<file path="config.mk">
export PLATFORM = sky130hd
export DESIGN_NAME = fspg_top
export DESIGN_NICKNAME = d
export VERILOG_FILES = /design/src/verilog/fspg_pkg.sv /design/src/verilog/fspg_prot_guard.sv /design/src/verilog/fspg_top.sv
export SDC_FILE = /design/constraint.sdc
export NUM_CORES = 1
export LEC_CHECK = 0
export ABC_AREA = 1
export BUFFER_PORTS_ARGS = -buffer_cell sky130_fd_sc_hd__buf_2
export CORE_AREA = 2 2 68 70
export CTS_CLUSTER_DIAMETER = 50
export DETAILED_ROUTE_END_ITERATION = 8
export DIE_AREA = 0 0 70 72
export PLACE_DENSITY_LB_ADDON = 0.2
export SYNTH_ARGS = -nofsm -noshare
export SYNTH_HDL_FRONTEND = slang
export SYNTH_SLANG_ARGS = --single-unit
</file>
<file path="constraint.sdc">
create_clock -name ref_clk_i -period 1.03 [get_ports ref_clk_i]
set_input_delay 0.103 -clock ref_clk_i [delete_from_list [all_inputs] [get_ports ref_clk_i]]
set_output_delay 0.103 -clock ref_clk_i [all_outputs]
set_load 0.02 [all_outputs]
</file>
<file path="src/verilog/fspg_pkg.sv">
// Package: register map, field positions and carrier types of the flash status/protection guard
`default_nettype none
package fspg_pkg;
  // ****************************************
  // Register map (word indices from byte address bits 5:2, one word each)
  // ****************************************
  localparam logic [3:0] FSPG_IDX_PROT   = 4'h4;  // Protection configuration index
  localparam logic [3:0] FSPG_IDX_STAT   = 4'h5;  // Status flags index
  localparam logic [3:0] FSPG_IDX_CNFG   = 4'h3;  // Interrupt enable config index
  localparam logic [3:0] FSPG_IDX_CTRL   = 4'h8;  // Mode and engine status index
  localparam int         FSPG_ADDR_W     = 6;     // Byte address width
  // ****************************************
  // Status bit positions
  // ****************************************
  localparam int FSPG_B_BUF_EMPTY = 7;  // Buffer empty
  localparam int FSPG_B_COMPLETE  = 6;  // Queue complete
  localparam int FSPG_B_PROTECT_VIOLATION_FLAG     = 5;  // Protection violation
  localparam int FSPG_B_ACCESS_ERROR_FLAG    = 4;  // Access error
  localparam int FSPG_B_BLANK     = 2;  // Erased verified
  localparam int FSPG_B_FAIL      = 1;  // Verify failed
  localparam int FSPG_B_IDLE      = 0;  // Operation idle
  // ****************************************
  // Protection config fields
  // ****************************************
  localparam int FSPG_P_OPEN   = 7;  // Open select
  localparam int FSPG_P_HDIS   = 5;  // High range disable
  localparam int FSPG_P_HS     = 3;  // High size low bit (2 bits)
  localparam int FSPG_P_LDIS   = 2;  // Low range disable
  localparam int FSPG_P_LS     = 0;  // Low size low bit (2 bits)
  // ****************************************
  // Config fields
  // ****************************************
  localparam int FSPG_C_BE_IE  = 7;  // Buffer empty irq enable
  localparam int FSPG_C_CC_IE  = 6;  // Complete irq enable
  localparam int FSPG_C_SPEC   = 0;  // Special mode (control reg)
  // ****************************************
  // Reset values
  // ****************************************
  localparam logic [7:0] FSPG_PROT_RST = 8'hff;  // Protection default: none
  localparam logic [7:0] FSPG_CNFG_RST = 8'h00;  // Interrupts disabled
  // Events from the command sequencer, all one-cycle pulses
  typedef struct packed {
    logic seq_word_wr;   // Aligned word written to flash space
    logic seq_abort;     // Sequence violation
    logic illegal_cmd;   // Illegal command bits
    logic cpu_stop;      // CPU stop instruction
    logic prot_hit;      // Program/erase hit protected area
    logic buf_freed;     // Buffers released to software
    logic all_done;      // Active and pending commands finished
    logic verify_blank;  // Erase verify: erased
    logic verify_dirty;  // Erase verify: not erased
  } fspg_evt_t;
endpackage
`default_nettype wire

</file>
<file path="src/verilog/fspg_prot_guard.sv">
// Protection transition guard: scenario mapping and transition legality
`default_nettype none
module fspg_prot_guard
  import fspg_pkg::*;
(
  input  wire logic [7:0] cur_i,      // Protection in force
  input  wire logic [7:0] req_i,      // Requested value
  output logic      [7:0] next_o,     // Value to store
  output logic            allowed_o   // Transition legal
);
  // ****************************************
  // Scenario mapping
  // ****************************************
  // Open/hdis/ldis to scenario 0..7
  function automatic logic [2:0] scen(input logic [7:0] v);
    logic [2:0] k;
    k = {v[FSPG_P_OPEN], v[FSPG_P_HDIS], v[FSPG_P_LDIS]};
    case (k)
      3'h7:    scen = 3'h7;  // No protection
      3'h6:    scen = 3'h6;  // Protect low
      3'h5:    scen = 3'h5;  // Protect high
      3'h4:    scen = 3'h4;  // Protect high and low
      3'h3:    scen = 3'h0;  // Full array
      3'h1:    scen = 3'h1;  // Unprotected high
      3'h2:    scen = 3'h2;  // Unprotected low
      default: scen = 3'h3;  // Unprotected high and low
    endcase
  endfunction

  logic [2:0] from_s;  // Current scenario
  logic [2:0] to_s;    // Requested scenario
  logic [7:0] ok_row;  // Allowed targets of current
  logic [7:0] merged;  // Request with locked size fields

  always_comb begin
    from_s = scen(cur_i);
    to_s   = scen(req_i);
    case (from_s)  // Rows indexed by target bit
      3'h0:    ok_row = 8'h0f;
      3'h1:    ok_row = 8'h0a;
      3'h2:    ok_row = 8'h0c;
      3'h3:    ok_row = 8'h08;
      3'h4:    ok_row = 8'h18;
      3'h5:    ok_row = 8'h3c;
      3'h6:    ok_row = 8'h5a;
      default: ok_row = 8'hff;
    endcase
    allowed_o = ok_row[to_s];
    merged = req_i;
    // Size fields only move while their range is disabled
    if (!cur_i[FSPG_P_HDIS]) begin
      merged[FSPG_P_HS+1:FSPG_P_HS] = cur_i[FSPG_P_HS+1:FSPG_P_HS];
    end
    if (!cur_i[FSPG_P_LDIS]) begin
      merged[FSPG_P_LS+1:FSPG_P_LS] = cur_i[FSPG_P_LS+1:FSPG_P_LS];
    end
    next_o = allowed_o ? merged : cur_i;
  end
endmodule
`default_nettype wire

</file>
<file path="src/verilog/fspg_top.sv">
// Flash status flags and protection guard with Avalon-MM register slave
`default_nettype none
// Functional notes
// - Protection moves per transition table (full array may go to scenarios 1-3); illegal writes discarded
// - Protection read returns scenario in force
// - Transitions from scenarios zero to three
// - Transitions from scenarios four to seven
// - Normal mode status access; others read zero
// - Special mode: fail writable, idle readonly
// - Buffer empty flag, write one clears
// - Zero to buffer flag mid-sequence aborts, errors
// - Buffer empty with enable raises interrupt
// - Complete flag after all commands finish
// - Complete with enable raises interrupt
// - Protection violation flag, write one clears
// - Error flags block new command launch
// - Access error sources, write one clears
// - Erased verified flag, cleared on launch
// - Verify failed flag in special mode
// - Idle flag low while operation active
// - High size writable only when disabled
// - Low size writable only when disabled
module fspg_top
  import fspg_pkg::*;
(
  input  wire logic                   ref_clk_i,          // Bus clock, 10 MHz
  input  wire logic                   rst_n_i,            // Sync reset, active low
  input  wire logic [FSPG_ADDR_W-1:0] avs_address_i,      // Byte address
  input  wire logic                   avs_read_i,         // Read strobe
  input  wire logic                   avs_write_i,        // Write strobe
  input  wire logic [31:0]            avs_writedata_i,    // Write data
  input  wire logic [3:0]             avs_byteenable_i,   // Byte enables
  output logic      [31:0]            avs_readdata_o,     // Read data
  output logic                        avs_waitrequest_o,  // Wait request
  input  wire fspg_evt_t              evt_i,              // Sequencer events
  input  wire logic                   op_active_i,        // Operation running
  output logic                        launch_ok_o,        // Launch permitted
  output logic                        seq_abort_o,        // Abort command sequence
  output logic                        launch_o,           // Command launched
  output logic                        irq_o               // Interrupt request
);
  // ****************************************
  // State
  // ****************************************
  logic [7:0] prot_q;      // Protection in force
  logic [7:0] cnfg_q;      // Interrupt enables
  logic       spec_q;      // Special mode
  logic       be_q;        // Buffer empty
  logic       cc_q;        // Queue complete
  logic       pv_q;        // Protection violation
  logic       ae_q;        // Access error
  logic       blank_q;     // Erased verified
  logic       fail_q;      // Verify failed
  logic       in_seq_q;    // Word written, launch pending
  logic       ack_q;       // Bus answer phase
  logic [7:0] prot_next;   // Guarded protection value
  logic       prot_ok;     // Guard verdict
  logic       idle_w;      // Idle indication

  // ****************************************
  // Bus decode
  // ****************************************
  logic [3:0] idx;         // Word index
  logic       req;         // Request in its accept cycle
  logic       wr;          // Write accepted
  logic [7:0] wd;          // Low byte of write data
  logic       lane0;       // Low byte lane enabled
  assign idx   = avs_address_i[FSPG_ADDR_W-1:2];
  assign req   = (avs_read_i || avs_write_i) && !ack_q;
  assign wr    = avs_write_i && req;
  assign lane0 = avs_byteenable_i[0];
  assign wd    = avs_writedata_i[7:0];

  // Decode write to a given register index
  function automatic logic hit(input logic [3:0] a, input logic [3:0] b, input logic w);
    hit = w && (a == b);
  endfunction

  logic stat_wr;           // Status written
  logic be_clr_wr;         // One written to buffer empty
  logic be_zero_wr;        // Zero written to buffer empty
  logic launch_w;          // Command launches now
  logic blocked;           // Error flags block launch
  assign stat_wr    = hit(idx, FSPG_IDX_STAT, wr) && lane0;
  assign be_clr_wr  = stat_wr && wd[FSPG_B_BUF_EMPTY];
  assign be_zero_wr = stat_wr && !wd[FSPG_B_BUF_EMPTY];
  assign blocked    = pv_q || ae_q || (spec_q && fail_q);
  assign launch_w   = be_clr_wr && in_seq_q && !blocked;

  // Guard against scenario transitions the table forbids
  fspg_prot_guard u_guard (
    .cur_i     (prot_q),
    .req_i     (wd),
    .next_o    (prot_next),
    .allowed_o (prot_ok)
  );

  // ****************************************
  // Bus handshake: one wait cycle per access
  // ****************************************
  // Waitrequest drops in the cycle after the request appears
  // Waitrequest kept in its own flop so the pin never sees decode glitches
  always_ff @(posedge ref_clk_i) begin
    if (!rst_n_i) begin
      ack_q             <= 1'b0;
      avs_waitrequest_o <= 1'b1;
    end else begin
      ack_q             <= req;
      avs_waitrequest_o <= !req;  // Low for exactly the answer cycle
    end
  end

  // ****************************************
  // Configuration registers
  // ****************************************
  // Protection: only guarded values are ever stored
  always_ff @(posedge ref_clk_i) begin
    if (!rst_n_i) begin
      prot_q <= FSPG_PROT_RST;
    end else if (hit(idx, FSPG_IDX_PROT, wr) && lane0) begin
      prot_q <= prot_next;
    end
  end

  // Interrupt enables and mode
  always_ff @(posedge ref_clk_i) begin
    if (!rst_n_i) begin
      cnfg_q <= FSPG_CNFG_RST;
      spec_q <= 1'b0;
    end else begin
      if (hit(idx, FSPG_IDX_CNFG, wr) && lane0) begin
        cnfg_q <= wd & 8'hc0;  // Only enable bits kept
      end
      if (hit(idx, FSPG_IDX_CTRL, wr) && lane0) begin
        spec_q <= wd[FSPG_C_SPEC];
      end
    end
  end

  // ****************************************
  // Sequence tracking
  // ****************************************
  // Open between aligned word write and the next buffer empty write or abort
  always_ff @(posedge ref_clk_i) begin
    if (!rst_n_i) begin
      in_seq_q <= 1'b0;
    end else if (evt_i.seq_word_wr) begin
      in_seq_q <= 1'b1;  // A new word wins over closing
    end else if (be_clr_wr || be_zero_wr || evt_i.seq_abort) begin
      in_seq_q <= 1'b0;
    end
  end

  // ****************************************
  // Status flags (set beats clear)
  // ****************************************
  // Buffer empty: write one clears, hardware frees
  always_ff @(posedge ref_clk_i) begin
    if (!rst_n_i) begin
      be_q <= 1'b1;
    end else if (evt_i.buf_freed) begin
      be_q <= 1'b1;
    end else if (be_clr_wr) begin
      be_q <= 1'b0;
    end
  end

  // Complete: low while buffers busy, high after all commands end
  always_ff @(posedge ref_clk_i) begin
    if (!rst_n_i) begin
      cc_q <= 1'b1;
    end else if (evt_i.all_done) begin
      cc_q <= 1'b1;
    end else if (!be_q || launch_w) begin
      cc_q <= 1'b0;
    end
  end

  // Protection violation: write one clears
  always_ff @(posedge ref_clk_i) begin
    if (!rst_n_i) begin
      pv_q <= 1'b0;
    end else if (evt_i.prot_hit) begin
      pv_q <= 1'b1;
    end else if (stat_wr && wd[FSPG_B_PROTECT_VIOLATION_FLAG]) begin
      pv_q <= 1'b0;
    end
  end

  // Access error: sequence, command, stop sources
  logic ae_set;  // Any access error source
  assign ae_set = evt_i.seq_abort || evt_i.illegal_cmd
                  || (evt_i.cpu_stop && !cc_q)
                  || (be_zero_wr && in_seq_q);
  always_ff @(posedge ref_clk_i) begin
    if (!rst_n_i) begin
      ae_q <= 1'b0;
    end else if (ae_set) begin
      ae_q <= 1'b1;
    end else if (stat_wr && wd[FSPG_B_ACCESS_ERROR_FLAG]) begin
      ae_q <= 1'b0;
    end
  end

  // Erased verified: cleared when a valid sequence launches
  always_ff @(posedge ref_clk_i) begin
    if (!rst_n_i) begin
      blank_q <= 1'b0;
    end else if (evt_i.verify_blank) begin
      blank_q <= 1'b1;
    end else if (launch_w) begin
      blank_q <= 1'b0;
    end
  end

  // Verify failed: only in special mode
  always_ff @(posedge ref_clk_i) begin
    if (!rst_n_i) begin
      fail_q <= 1'b0;
    end else if (spec_q && evt_i.verify_dirty) begin
      fail_q <= 1'b1;
    end else if (spec_q && stat_wr && wd[FSPG_B_FAIL]) begin
      fail_q <= 1'b0;
    end
  end

  // ****************************************
  // Outputs toward sequencer and CPU
  // ****************************************
  assign idle_w = !op_active_i;

  // Registered control outputs
  always_ff @(posedge ref_clk_i) begin
    if (!rst_n_i) begin
      launch_ok_o <= 1'b0;
      seq_abort_o <= 1'b0;
      launch_o    <= 1'b0;
      irq_o       <= 1'b0;
    end else begin
      launch_ok_o <= !blocked;
      seq_abort_o <= be_zero_wr && in_seq_q;
      launch_o    <= launch_w;
      irq_o       <= (be_q && cnfg_q[FSPG_C_BE_IE])
                     || (cc_q && cnfg_q[FSPG_C_CC_IE]);
    end
  end

  // ****************************************
  // Read path
  // ****************************************
  logic [7:0] stat_rd;  // Status as seen by software
  always_comb begin
    stat_rd = 8'h00;
    stat_rd[FSPG_B_BUF_EMPTY] = be_q;
    stat_rd[FSPG_B_COMPLETE]  = cc_q;
    stat_rd[FSPG_B_PROTECT_VIOLATION_FLAG]     = pv_q;
    stat_rd[FSPG_B_ACCESS_ERROR_FLAG]    = ae_q;
    stat_rd[FSPG_B_BLANK]     = blank_q;
    stat_rd[FSPG_B_FAIL]      = spec_q && fail_q;
    stat_rd[FSPG_B_IDLE]      = spec_q && idle_w;
  end

  // Read data latched in the accept cycle; unmapped reads give zero
  always_ff @(posedge ref_clk_i) begin
    if (!rst_n_i) begin
      avs_readdata_o <= 32'h0000_0000;
    end else if (avs_read_i && req) begin
      case (idx)
        FSPG_IDX_PROT: avs_readdata_o <= {24'h00_0000, prot_q};
        FSPG_IDX_STAT: avs_readdata_o <= {24'h00_0000, stat_rd};
        FSPG_IDX_CNFG: avs_readdata_o <= {24'h00_0000, cnfg_q};
        FSPG_IDX_CTRL: avs_readdata_o <= {30'h0000_0000, op_active_i, spec_q};
        default:       avs_readdata_o <= 32'h0000_0000;
      endcase
    end
  end
endmodule
`default_nettype wire

</file>
==> results.ini <==
[cts]
clk_path_buf_depth=2
clkLatencyLatePin_ps=280
path_clk_slew_ps=60
cts_inserted_buffers=5
htreeDepth=2
cts_num_sinks=32
clock-root-buffer=clkbuf_8
cts_tree=done

[timing]
fmax_mhz=892
holdWs_ps=21.1
finalWorstSetupSlack_ps=-91.6
setup_tns_ps=-721
hold_viol_final=0
timing.final.crit_share_pct=109
setup_viol=14
drv_slew=0
grt_setup_unrepaired=yes
clock_skew_ps=3.13
fin_crit_ps=1120

[worst_setup_path]
start_kind=register
critPathCaptureType=register
crit_arrival_ps=1290
critPathRequiredTime_ps=1200
crit_fanout=7
crit_type=register to register

[outcome]
violations=setup timing
outcome=finished, violations left

[flow_run]
drv_cap=0

[finish]
utilization_pct=52.7
final_area_um2=2250
nNetsFinal=358
drive_gt1_share_pct=39.3
layout_commonest_cell=nand2_1
mostFrequentLayoutCells=nand2_1 (48), buf_2 (39), dfxtp_1 (29), conb_1 (24), buf_4 (23)
area_growth_pct=33.4
top_regs=avs_readdata_o x8, prot_q x8, cnfg_q x2
n_antenna_cell=0
final_cells=355

[global_routing]
antenna_found_initial=0
grt_pass1_vias=1526
grt_pass1_wl_um=6800
grt.overflow.total=0
grt_use_total_pct=17.5
grt_max_degree=16

[drt]
drt_iter0_markers=88
postRouteAntennaNets=0
via_count=1624
wire_per_inst_um=11.8
vias_per_cell=4.57
drt-total-wl_um=4200
drc=0
drtPass1Iterations=4

[pwr]
p_clk_share_pct=36.3
p_sw_share_pct=28.1
p_sw_mw=0.766
ir_drop_mv=0.869
seqPwrFrac_pct=46.9
total_power_mw=2.72
p_leak_nw=1.14
p_per_area_nw_per_um2=1210
power_frac_comb_pct=16.9
cellInternalPower_mw=1.96

[synthesis]
synthCells=233
ys_seq_area_share_pct=38.0
ys_types=25
syn_area_per_cell_um2=7.23
ys_warn_count=0
synth-seq-cells=32
syn_area_um2=1690

[die]
core_area_um2=4260
die_h_um=72
die_x_um=70
fp-row-count=24
die-area_um2=5040
ios=93
start_util_pct=39.5

[place]
dp_worst_setup_slack_ps=-128
dp.cells=343
dp_hpwl_um=3220
placed_cell_area_um2=2020
gp_congestion=0.802
io_buffers=39

[hold_path]
hold_path.class=primary input to register

final cells by class:
| class | count | area (um^2) |
|---|---|---|
| timing repair buffer | 64 | 388 |
| sequential | 32 | 647 |
| tap | 52 | 65.1 |
| fill | 449 | 2020 |
| inverter | 26 | 103 |
| multi-input combinational | 173 | 956 |
| clock buffer | 8 | 90.1 |
cells in the mapped netlist:
| library cell | count | area [um^2] |
|---|---|---|
| nor2_8 | 2 | 40.0 |
| o22ai_1 | 1 | 6.26 |
| nor2_1 | 19 | 71.3 |
| inv_2 | 7 | 26.3 |
| clkbuf_1 | 2 | 7.51 |
| nand3_2 | 3 | 30.0 |
| nand2_4 | 2 | 22.5 |
| o21ai_0 | 4 | 20.0 |
| conb_1 | 1 | 3.75 |
| clkinv_1 | 1 | 3.75 |
| o21ai_1 | 4 | 20.0 |
| a211oi_1 | 1 | 7.51 |
| nor3_1 | 3 | 15.0 |
| nand2_2 | 4 | 25.0 |
| dfxtp_1 | 32 | 641 |
| clkinv_2 | 1 | 5.00 |
| inv_1 | 17 | 63.8 |
| nand3_4 | 1 | 17.5 |
| nor2_4 | 2 | 22.5 |
| nor2_2 | 2 | 12.5 |
| nand2_1 | 55 | 206 |
| a21oi_1 | 13 | 65.1 |
| nand3_1 | 22 | 110 |
| nand4_1 | 10 | 62.6 |
| buf_4 | 24 | 180 |
cells by family (layout without fill, tap and decap cells):
family	count (synthesis)	in the layout	synth area share, %
compound gates	23	23	7.05
flops	32	32	38.0
simple gates	125	126	37.7
buf+inv	52	98	17.0
other cells	1	24	0.223
routing by layer:
metal  vias up  share of wire [%]  GRT usage, %  routed length [um]
li1        844                  -             -                   -
met4         0                1.1          4.91                  45
met3         5                4.9          6.39                 206
met1       728                 45          21.0                1870
met2        47                 49          29.6                2080
met5         -                  0             0                   0
worst paths after layout:
| kind | cells past startpoint | end | from | slack [ps] |
|---|---|---|---|---|
| setup / recovery | 7 | prot_q[2] | prot_q[7] | -90 |
| hold / removal | 3 | pv_q | evt_i[4] | 20 |
| setup reg to reg | 7 | prot_q[2] | prot_q[7] | -90 |
| hold reg to reg | 2 | avs_readdata_o[3] | avs_readdata_o[3] | 460 |
critical path: stages, from the launching register on:
cell and delay (ps):
dfxtp_4 380, nor2_4 40, nor2_4 110, nand2_4 70, nor2_8 170, nand2_4 100, nand2_1 80, nand3_2 60
power groups by stage:
stage,sequential (mW),combinational [mW],clock (mW)
5_1_grt,1.28,0.502,1.08
6_report,1.28,0.460,0.988
2_1_floorplan,1.32,0.304,0
4_1_cts,1.28,0.447,1.03
3_3_place_gp,1.31,0.418,0
3_5_place_dp,1.31,0.421,0
timing repair:
action,4_1_cts,5_1_grt
pin swaps,3,9
hold buffers,2,0
endpoints found under the setup margin,26,28
hold endpoints to repair,2,0
gates resized for setup,14,16
gates cloned,1,0
buffers inserted,0,1
Power figures use the tool's default switching activity.
